<file path="src/core/wsm_pkg.sv">
// Shared constants for the watchdog status monitor
// Operation
// - Over- and undervoltage bits, with interrupt
// - Temperature comparator readable, interrupts when hot
// - Eight-bit converted temperature readable
// - Isolated input levels reported; changes interrupt
// - Slow fan tachometer raises interrupt
// - Mode 1: write +4 on, +5 off
// - Mode 0 keeps buzzer silent
// - Two complementary reset outputs
// - Bit 0 low while refresh reminder
// - Bit 1 high while temperature good
// - Bits 2,3 follow isolated inputs 1,0
// - Bit 4 fan good, active low
// - Bits 5,6 low on over/undervoltage
// - Bit 7 low while interrupt raised
// - Reset held at least 16 ms
// - Counter clock is color clock over 16
// - Read at +4 returns isolated inputs
// - Base address anywhere in 10-bit space
// - Interrupt routed to one selectable line
// - First counter output clocks second counter
// - Timeout when both counters reach zero
// - Interrupt one first-counter period before timeout
package wsm_pkg;
  // -------------------------------------------------------------
  // Register offsets from the selected base
  // -------------------------------------------------------------
  localparam logic [9:0] OFS_CNT0   = 10'h000;
  localparam logic [9:0] OFS_CNT1   = 10'h001;
  localparam logic [9:0] OFS_CNT2   = 10'h002;
  localparam logic [9:0] OFS_CTRL   = 10'h003;
  localparam logic [9:0] OFS_BUZ_ON = 10'h004;
  localparam logic [9:0] OFS_BUZOFF = 10'h005;
  localparam logic [9:0] OFS_ISO    = 10'h004;
  localparam logic [9:0] OFS_TEMP   = 10'h005;
  localparam logic [9:0] OFS_STATUS = 10'h006;
  // -------------------------------------------------------------
  // Control word fields and counter modes
  // -------------------------------------------------------------
  localparam int CTL_SEL_HI  = 7;
  localparam int CTL_SEL_LO  = 6;
  localparam int CTL_MODE_HI = 3;
  localparam int CTL_MODE_LO = 1;
  localparam logic [2:0] MODE_0 = 3'h0;
  localparam logic [2:0] MODE_1 = 3'h1;
  // -------------------------------------------------------------
  // Status bit positions
  // -------------------------------------------------------------
  localparam int ST_REMIND = 0;
  localparam int ST_TEMPOK = 1;
  localparam int ST_ISO1   = 2;
  localparam int ST_ISO0   = 3;
  localparam int ST_FANOK  = 4;
  localparam int ST_OVER   = 5;
  localparam int ST_UNDER  = 6;
  localparam int ST_IRQ    = 7;
  // -------------------------------------------------------------
  // Timing
  // -------------------------------------------------------------
  localparam int CLK_PERIOD_NS = 10;
  localparam int COLOR_DIV     = 16;
  localparam int RST_HOLD_MS   = 16;
  localparam int RST_HOLD_CYC  = RST_HOLD_MS * 1000000 / CLK_PERIOD_NS;
  localparam int FAN_MIN_PPS   = 50;
  localparam int FAN_WIN_CYC   = 1000000000 / FAN_MIN_PPS / CLK_PERIOD_NS;
  localparam int IRQ_PULSE_NS  = 1000;
  localparam int IRQ_PULSE_CYC = IRQ_PULSE_NS / CLK_PERIOD_NS;
  localparam logic [15:0] CNT_RESET = 16'h0000;
endpackage

</file>
<file path="src/core/wsm_top.sv">
// Watchdog status monitor: I/O decode, timebase, status and outputs
`timescale 1ns/1ps
module wsm_top #(
  parameter int RST_HOLD_CYC = wsm_pkg::RST_HOLD_CYC,
  parameter int FAN_WIN_CYC  = wsm_pkg::FAN_WIN_CYC
) (
  input  wire logic        clk,
  input  wire logic        rst,
  input  wire logic        ce,
  input  wire logic [9:0]  io_addr,
  input  wire logic        aen,
  input  wire logic        ior_n,
  input  wire logic        iow_n,
  input  wire logic [7:0]  data_in,
  output logic      [7:0]  data_out,
  output logic             data_oe,
  input  wire logic [9:0]  base_sel,
  input  wire logic [3:0]  irq_sel,
  output logic      [15:0] irq_out,
  output logic      [15:0] irq_oe,
  input  wire logic        color_clk,
  input  wire logic        fan_tach,
  input  wire logic        isolated_input_zero,
  input  wire logic        isolated_input_one,
  input  wire logic        overvolt_in,
  input  wire logic        undervolt_in,
  input  wire logic        temp_hot_in,
  input  wire logic [7:0]  temp_adc,
  output logic             wd_reset,
  output logic             wd_reset_n,
  output logic             buzzer
);
  // ---------------------------------------------------------------
  // Pin synchronisers
  // ---------------------------------------------------------------
  localparam int SW = 50;
  logic [SW-1:0] pin_raw;
  logic [SW-1:0] pin_p1_q;
  logic [SW-1:0] pin_p2_q;

  assign pin_raw = {io_addr, aen, ior_n, iow_n, data_in, base_sel,
                    irq_sel, color_clk, fan_tach, isolated_input_zero,
                    isolated_input_one, overvolt_in, undervolt_in,
                    temp_hot_in, temp_adc};

  // Only the second stage is read anywhere
  always_ff @(posedge clk or posedge rst) begin
    if (rst) begin
      pin_p1_q <= '0;
      pin_p2_q <= {10'h000, 3'b111, {(SW-13){1'b0}}};
    end else if (ce) begin
      pin_p1_q <= pin_raw;
      pin_p2_q <= pin_p1_q;
    end
  end

  logic [9:0] s_addr;
  logic       s_aen;
  logic       s_ior_n;
  logic       s_iow_n;
  logic [7:0] s_data;
  logic [9:0] s_base;
  logic [3:0] s_irq_sel;
  logic       s_color;
  logic       s_tach;
  logic       s_iso0;
  logic       s_iso1;
  logic       s_over;
  logic       s_under;
  logic       s_hot;
  logic [7:0] s_adc;

  assign {s_addr, s_aen, s_ior_n, s_iow_n, s_data, s_base, s_irq_sel,
          s_color, s_tach, s_iso0, s_iso1, s_over, s_under, s_hot,
          s_adc} = pin_p2_q;

  // ---------------------------------------------------------------
  // Address decode and strobes
  // ---------------------------------------------------------------
  logic       iow_prev_q;
  logic       color_prev_q;
  logic       tach_prev_q;
  logic       in_window;
  logic [9:0] offset;
  logic       wr_stb;
  logic       rd_act;

  function automatic logic hit(input logic [9:0] ofs,
                               input logic [9:0] want);
    hit = (ofs == want);
  endfunction

  // Base may sit anywhere in the 10-bit space; offsets wrap
  assign offset    = 10'(s_addr - s_base);
  assign in_window = !s_aen && (offset <= wsm_pkg::OFS_STATUS);
  // Write taken on the trailing edge when data are settled
  assign wr_stb    = in_window && s_iow_n && !iow_prev_q;
  assign rd_act    = in_window && !s_ior_n;

  // ---------------------------------------------------------------
  // Counter programming
  // ---------------------------------------------------------------
  logic [2:0] mode_q [0:2];
  logic [2:0] msb_next_q;
  logic [7:0] lsb_q [0:2];
  logic       armed0_q;
  logic       armed1_q;
  logic       ctl_wr;
  logic [1:0] ctl_sel;
  logic       ld0;
  logic       ld1;
  logic [15:0] ld_val0;
  logic [15:0] ld_val1;

  assign ctl_wr  = wr_stb && hit(offset, wsm_pkg::OFS_CTRL);
  assign ctl_sel = s_data[wsm_pkg::CTL_SEL_HI:wsm_pkg::CTL_SEL_LO];
  // Counts load as low byte then high byte
  assign ld0 = wr_stb && hit(offset, wsm_pkg::OFS_CNT0) && msb_next_q[0];
  assign ld1 = wr_stb && hit(offset, wsm_pkg::OFS_CNT1) && msb_next_q[1];
  assign ld_val0 = {s_data, lsb_q[0]};
  assign ld_val1 = {s_data, lsb_q[1]};

  always_ff @(posedge clk or posedge rst) begin
    if (rst) begin
      for (int i = 0; i < 3; i++) begin
        mode_q[i] <= wsm_pkg::MODE_0;
        lsb_q[i]  <= 8'h00;
      end
      msb_next_q <= 3'b000;
    end else if (ce && wr_stb) begin
      if (ctl_wr && ctl_sel != 2'b11) begin
        mode_q[ctl_sel] <=
          s_data[wsm_pkg::CTL_MODE_HI:wsm_pkg::CTL_MODE_LO];
        msb_next_q[ctl_sel] <= 1'b0;
      end
      for (int i = 0; i < 3; i++) begin
        if (offset == 10'(i)) begin
          if (!msb_next_q[i])
            lsb_q[i] <= s_data;
          msb_next_q[i] <= !msb_next_q[i];
        end
      end
    end
  end

  // ---------------------------------------------------------------
  // Timebase: color clock over sixteen feeds the cascade
  // ---------------------------------------------------------------
  logic [3:0]  div_q;
  logic        tick;
  logic [15:0] cnt0;
  logic [15:0] cnt1;
  logic        tc0;
  logic        tc1;
  logic        armed;
  logic        timeout;

  assign tick  = s_color && !color_prev_q && (div_q == 4'hF);
  assign armed = armed0_q && armed1_q && !wd_reset;

  always_ff @(posedge clk or posedge rst) begin
    if (rst) begin
      div_q <= 4'h0;
    end else if (ce && s_color && !color_prev_q) begin
      div_q <= 4'(div_q + 4'h1);
    end
  end

  wsm_counter u_cnt0 (
    .clk      (clk),
    .rst      (rst),
    .ce       (ce),
    .load     (ld0),
    .load_val (ld_val0),
    .dec      (tick && armed),
    .count_q  (cnt0),
    .tc_q     (tc0)
  );

  // Second counter steps on the first one's terminal count
  wsm_counter u_cnt1 (
    .clk      (clk),
    .rst      (rst),
    .ce       (ce),
    .load     (ld1),
    .load_val (ld_val1),
    .dec      (tc0 && armed),
    .count_q  (cnt1),
    .tc_q     (tc1)
  );

  // Software chooses the span by its loads; reloading is the refresh
  assign timeout = tc1 && armed;

  always_ff @(posedge clk or posedge rst) begin
    if (rst) begin
      armed0_q <= 1'b0;
      armed1_q <= 1'b0;
    end else if (ce) begin
      armed0_q <= !timeout && (armed0_q || ld0);
      armed1_q <= !timeout && (armed1_q || ld1);
    end
  end

  // ---------------------------------------------------------------
  // Reset output hold
  // ---------------------------------------------------------------
  logic [31:0] hold_q;

  always_ff @(posedge clk or posedge rst) begin
    if (rst) begin
      hold_q     <= 32'h0000_0000;
      wd_reset   <= 1'b0;
      wd_reset_n <= 1'b1;
    end else if (ce) begin
      if (timeout)
        hold_q <= 32'(RST_HOLD_CYC - 1);
      else if (hold_q != 32'h0000_0000)
        hold_q <= 32'(hold_q - 32'h1);
      wd_reset   <= timeout || (hold_q != 32'h0000_0000);
      wd_reset_n <= !(timeout || (hold_q != 32'h0000_0000));
    end
  end

  // ---------------------------------------------------------------
  // Monitors: reminder, fan, change of state
  // ---------------------------------------------------------------
  logic        remind_q;
  logic        fan_ok_q;
  logic [31:0] fan_cnt_q;
  logic [4:0]  lvl_q;
  logic        remind_rise;
  logic        fan_fail;
  logic        iso_change;
  logic        volt_rise;
  logic        hot_rise;
  logic        tach_edge;

  // Last first-counter period before timeout
  assign remind_rise = armed && (cnt1 == 16'h0001) && !remind_q;
  assign tach_edge   = s_tach && !tach_prev_q;
  // No tach pulse within one minimum-rate period means too slow
  assign fan_fail    = fan_ok_q && !tach_edge &&
                       (fan_cnt_q == 32'(FAN_WIN_CYC - 1));
  assign iso_change  = ({s_iso0, s_iso1} != lvl_q[4:3]);
  assign volt_rise   = (s_over && !lvl_q[2]) || (s_under && !lvl_q[1]);
  assign hot_rise    = s_hot && !lvl_q[0];

  always_ff @(posedge clk or posedge rst) begin
    if (rst) begin
      // Edge detectors start at their pins' idle levels; pin_p1_q resets iow_n low, so iow_n shows one false edge after reset
      remind_q     <= 1'b0;
      fan_ok_q     <= 1'b1;
      fan_cnt_q    <= 32'h0000_0000;
      lvl_q        <= 5'h00;
      iow_prev_q   <= 1'b1;
      color_prev_q <= 1'b0;
      tach_prev_q  <= 1'b0;
    end else if (ce) begin
      remind_q     <= armed && (cnt1 == 16'h0001);
      lvl_q        <= {s_iso0, s_iso1, s_over, s_under, s_hot};
      iow_prev_q   <= s_iow_n;
      color_prev_q <= s_color;
      tach_prev_q  <= s_tach;
      if (tach_edge) begin
        fan_cnt_q <= 32'h0000_0000;
        fan_ok_q  <= 1'b1;
      end else if (fan_cnt_q != 32'(FAN_WIN_CYC - 1)) begin
        fan_cnt_q <= 32'(fan_cnt_q + 32'h1);
      end else begin
        fan_ok_q <= 1'b0;
      end
    end
  end

  // ---------------------------------------------------------------
  // Interrupt pulse and line routing
  // ---------------------------------------------------------------
  logic [7:0] irq_cnt_q;
  logic       irq_evt;
  logic       irq_act;

  // Only the lines the card can reach are ever driven
  function automatic logic irq_line_ok(input logic [3:0] n);
    case (n)
      4'h2, 4'h3, 4'h4, 4'h5, 4'h6, 4'h7,
      4'hA, 4'hB, 4'hC, 4'hE, 4'hF: irq_line_ok = 1'b1;
      default:                      irq_line_ok = 1'b0;
    endcase
  endfunction

  assign irq_evt = remind_rise || fan_fail || iso_change ||
                   volt_rise || hot_rise;
  assign irq_act = (irq_cnt_q != 8'h00);

  // Short pulse, then released so the line can be shared
  always_ff @(posedge clk or posedge rst) begin
    if (rst) begin
      irq_cnt_q <= 8'h00;
      irq_out   <= 16'h0000;
      irq_oe    <= 16'h0000;
    end else if (ce) begin
      if (irq_evt)
        irq_cnt_q <= 8'(wsm_pkg::IRQ_PULSE_CYC);
      else if (irq_act)
        irq_cnt_q <= 8'(irq_cnt_q - 8'h01);
      for (int i = 0; i < 16; i++) begin
        irq_out[i] <= irq_act && (s_irq_sel == 4'(i)) && irq_line_ok(s_irq_sel);
        irq_oe[i]  <= irq_act && (s_irq_sel == 4'(i)) && irq_line_ok(s_irq_sel);
      end
    end
  end

  // ---------------------------------------------------------------
  // Status byte and read path
  // ---------------------------------------------------------------
  logic [7:0] status;
  logic [7:0] rd_mux;

  assign status[wsm_pkg::ST_REMIND] = !remind_q;
  assign status[wsm_pkg::ST_TEMPOK] = !s_hot;
  assign status[wsm_pkg::ST_ISO1]   = s_iso1;
  assign status[wsm_pkg::ST_ISO0]   = s_iso0;
  assign status[wsm_pkg::ST_FANOK]  = !fan_ok_q;
  assign status[wsm_pkg::ST_OVER]   = !s_over;
  assign status[wsm_pkg::ST_UNDER]  = !s_under;
  assign status[wsm_pkg::ST_IRQ]    = !irq_act;

  // Reads are side-effect free: nothing below feeds back
  assign rd_mux =
    hit(offset, wsm_pkg::OFS_STATUS) ? status :
    hit(offset, wsm_pkg::OFS_ISO)    ? {6'h00, s_iso1, s_iso0} :
    hit(offset, wsm_pkg::OFS_TEMP)   ? s_adc :
    hit(offset, wsm_pkg::OFS_CNT0)   ? cnt0[7:0] :
    hit(offset, wsm_pkg::OFS_CNT1)   ? cnt1[7:0] :
    8'h00;

  always_ff @(posedge clk or posedge rst) begin
    if (rst) begin
      data_out <= 8'h00;
      data_oe  <= 1'b0;
    end else if (ce) begin
      data_out <= rd_mux;
      data_oe  <= rd_act;
    end
  end

  // ---------------------------------------------------------------
  // Buzzer
  // ---------------------------------------------------------------
  logic buz_on_q;

  // Only the on and off writes move the latch
  always_ff @(posedge clk or posedge rst) begin
    if (rst) begin
      buz_on_q <= 1'b0;
      buzzer   <= 1'b0;
    end else if (ce) begin
      if (wr_stb && hit(offset, wsm_pkg::OFS_BUZ_ON))
        buz_on_q <= 1'b1;
      else if (wr_stb && hit(offset, wsm_pkg::OFS_BUZOFF))
        buz_on_q <= 1'b0;
      // Mode 0 on the third counter defeats it entirely
      buzzer <= buz_on_q && (mode_q[2] == wsm_pkg::MODE_1);
    end
  end
endmodule

</file>
<file path="src/core/wsm_counter.sv">
// Sixteen-bit reloading down counter for the watchdog timebase
`timescale 1ns/1ps
module wsm_counter (
  input  wire logic        clk,
  input  wire logic        rst,
  input  wire logic        ce,
  input  wire logic        load,
  input  wire logic [15:0] load_val,
  input  wire logic        dec,
  output logic      [15:0] count_q,
  output logic             tc_q
);
  logic [15:0] reload_q;
  logic        at_one;
  logic [15:0] next_cnt;

  // A loaded zero divides by 65536, the longest span software can pick
  assign at_one   = (count_q == 16'h0001);
  assign next_cnt = at_one ? reload_q : 16'(count_q - 16'h0001);

  always_ff @(posedge clk or posedge rst) begin
    if (rst) begin
      reload_q <= wsm_pkg::CNT_RESET;
      count_q  <= wsm_pkg::CNT_RESET;
      tc_q     <= 1'b0;
    end else if (ce) begin
      tc_q <= 1'b0;
      if (load) begin
        reload_q <= load_val;
        count_q  <= load_val;
      end else if (dec) begin
        count_q <= next_cnt;
        tc_q    <= at_one;
      end
    end
  end
endmodule

</file>
<file path="config.mk">
export PLATFORM = sky130hd
export DESIGN_NAME = wsm_top
export DESIGN_NICKNAME = d
export VERILOG_FILES = /design/src/core/wsm_pkg.sv /design/src/core/wsm_top.sv /design/src/core/wsm_counter.sv
export SDC_FILE = /design/constraint.sdc
export NUM_CORES = 1
export LEC_CHECK = 0
export BUFFER_PORTS_ARGS = -buffer_cell sky130_fd_sc_hd__buf_2
export CAP_MARGIN = 20
export CORE_AREA = 2 2 175 177
export CTS_BUF_LIST = sky130_fd_sc_hd__clkbuf_4 sky130_fd_sc_hd__clkbuf_8
export DETAILED_ROUTE_END_ITERATION = 10
export DIE_AREA = 0 0 177 179
export PLACE_DENSITY = 0.67
export SETUP_SLACK_MARGIN = 0.5
export SLEW_MARGIN = 5
export SYNTH_ARGS = -nofsm -noshare
export SYNTH_HDL_FRONTEND = slang
export SYNTH_SLANG_ARGS = --single-unit
</file>
<file path="constraint.sdc">
create_clock -name clk -period 10.9 [get_ports clk]
set_input_delay 1.09 -clock clk [delete_from_list [all_inputs] [get_ports clk]]
set_output_delay 1.09 -clock clk [all_outputs]
set_load 0.03 [all_outputs]
</file>
==> impl_metrics.toml <==
[clock_tree]
cts_buffers = 51
clk_pin_slew_ns = 0.06
cts_max_level = 2
cts_root_buf = "clkbuf_8"
hold_buffers = 0
insertion_delay_ns = 0.59
cts.sinks = 304
clock_path_buffers = 3
post-cts-setup-buffer-count = 0
cts_tree = "done"
post_cts_resized = 0

[timing]
worst_pin_slew_ns = 1.03
finalHoldViolCount = 0
fmax_ghz = 0.234
maxSlewViolCount = 0
final.setup.worst_slack_ns = 6.63
setup_viol = 0
fin_tns_setup_ns = 0
slew_headroom_pct = 31.3
fin_crit_sh_pct = 39.1
clock_skew_ns = 0.0316
rsz0062_at_grt = "no"
period_minus_slack_ns = 4.27

[synthesis]
synthCells = 1428
postSynthNetCount = 1500
synth.top_cell.area_share_pct = 50.5
yosysSeqAreaShare_pct = 51.6
synthArstFlopShare_pct = 100
yosysTopAreaCell = "dfrtp_1"
synth-main-ff-cell = "dfrtp_1"
synth-edff-count = 0
syn_area_per_cell_um2 = 10.3
ys_top_cells_by_count = "dfrtp_1, nand2_1, mux2_2"
ys_seq_elements = 304
ys_types = 70
synthTopCellsByArea = "dfrtp_1, mux2_2, nand3_1"
yosys.cell_count.top_type = "dfrtp_1"
mappedNetlistArea_um2 = 14800
synth_warnings = 0

[power]
p_leak_uw = 0.00770
clkPwrFrac_pct = 34.8
netSwitchingFraction_pct = 30.9
internal_power_uw = 2170
pwr-share-seq_pct = 43.8
powerDensity_nw_per_um2 = 189
switchingPower_uw = 973
vdd_drop_max_uv = 177
comb_power_share_pct = 21.4

[drt]
viasPerCell = 5.53
vias = 10700
post_drt_wl_per_cell_um = 16.5
drc_errors = 0
drt-initial-drc-count = 737
final_antenna_net_count = 0
wirelength_um = 32000
drt_first_pass_iters = 5

[grt]
grt_pass1_wl_um = 54300
antenna_found_initial = 0
overflow = 0
grt_pass1_vias = 10900
grt_max_degree = 156
grt_usage_pct = 21.1

[setup_path]
path_class = "reg2reg"
worstSetupEndpointType = "flip-flop"
r2r_cells = 12
worstPathRequired_ns = 11.36
crit_fanout = 24
arrival_ns = 4.72
cp-start-kind = "flip-flop"

[placement]
place_ws_ns = 6.71
io_buffer_count = 96
place_congestion = 0.817
place_hpwl_um = 21100

[floorplan]
initial_utilization_pct = 49.2
die-area_um2 = 31700
std_cell_rows = 64
die_w_um = 177
io-pin-count = 97
core_area_um2 = 30000
die_y_um = 179

[worst_hold_path]
whs_path_depth = 2
hp-class = "reg2reg"

[final_layout]
n_antenna_cell = 0
areaGrowthSynthToFinish_pct = 12.6
final_nets = 1581
drive_gt1_share_pct = 23.5
utilization_pct = 55.4

[job]
drv_cap = 0

[run_status]
status = "complete, no violations"
registers in the layout, summed over array words and instances, names as in the netlist, 16 cells and up:
| signal | flops |
|---|---|
| pin_p1_q | 50 |
| pin_p2_q | 50 |
| fan_cnt_q | 32 |
| hold_q | 32 |
| irq_out | 16 |
| u_cnt0.count_q | 16 |
| u_cnt0.reload_q | 16 |
| u_cnt1.count_q | 16 |
| u_cnt1.reload_q | 16 |
stage by stage:
stage | hold slack (ns) | std cells | area [um^2] | power, uW
after floorplan | 0.436 | 1428 | 14800 | 1900
after global placement | 0.450 | 1850 | 15500 | 2040
after detailed placement | 0.463 | 1850 | 15500 | 2070
after CTS | 0.476 | 1943 | 16600 | 3170
after global routing | 0.482 | 1945 | 16600 | 3340
final | 0.471 | 1945 | 16600 | 3150
cell type report:
type / instances / area (um^2)
Inverter: 66 / 255
Multi-Input combinational cell: 978 / 6540
Fill cell: 2623 / 13400
Clock buffer: 88 / 1070
Tap cell: 396 / 495
Clock inverter: 5 / 56.3
Sequential cell: 304 / 7610
Timing Repair Buffer: 108 / 601
final timing paths:
path | start | end | slack (ns)
max | pin_p2_q[40] | u_cnt0.reload_q[6] | 6.63
min | irq_cnt_q[6] | irq_cnt_q[6] | 0.47
max reg2reg | pin_p2_q[40] | u_cnt0.reload_q[6] | 6.63
min reg2reg | irq_cnt_q[6] | irq_cnt_q[6] | 0.47
max in group asynchronous | rst | u_cnt0.count_q[8] | 8.63
min in group asynchronous | rst | fan_cnt_q[9] | 0.51
kinds of logic (layout without fill, tap and decap cells):
family | Yosys count | in the layout | synth area share [%]
multiplexers | 157 | 157 | 11.8
flip-flops | 304 | 304 | 51.6
buffers and inverters | 146 | 267 | 4.19
AO/OA/AOI/OAI | 214 | 214 | 8.97
adder cells (fa/ha/maj) | 19 | 19 | 1.66
XOR/XNOR | 81 | 81 | 4.81
AND/OR/NAND/NOR | 507 | 507 | 17.0
worst max-delay path, cell delays in order (launching register included):
cell	delay [ns]
dfrtp_1	0.35
inv_1	0.07
ha_1	0.18
inv_1	0.06
fa_1	0.44
a211oi_1	0.32
nor2_1	0.13
nor2_1	0.11
a211oi_1	0.11
a2111oi_4	0.59
and2_1	0.78
nand2_2	0.50
mux2_1	0.46
power groups by stage:
stage	Combinational, uW	Sequential (uW)	Clock, uW
6_report	673	1380	1090
5_1_grt	764	1400	1180
4_1_cts	674	1380	1120
3_5_place_dp	670	1400	0
3_3_place_gp	651	1390	0
2_1_floorplan	537	1370	0
per-layer routing:
layer  vias up  part of all wire (%)  global-route usage (%)
li1       5152                     -                       -
met3        61                   4.4                    3.41
met5         -                     0                       0
met4         0                   2.4                    6.82
met1      5294                    47                    28.9
met2       241                    47                    34.4
cell usage in the layout, fill, tap and decap left out, types with 23 or more instances in the layout:
cell,Yosys,layout
clkbuf_8,0,65
nand3_1,97,97
mux2_2,123,123
mux2i_1,25,25
o21ai_0,82,82
nor3_1,31,31
buf_2,9,95
clkbuf_4,0,23
xor2_1,43,43
dfrtp_1,298,298
nor2_1,116,115
a21oi_1,53,53
nand2_1,128,128
inv_1,66,65
xnor2_1,38,38
No activity file was read; power rests on OpenSTA's default activity.
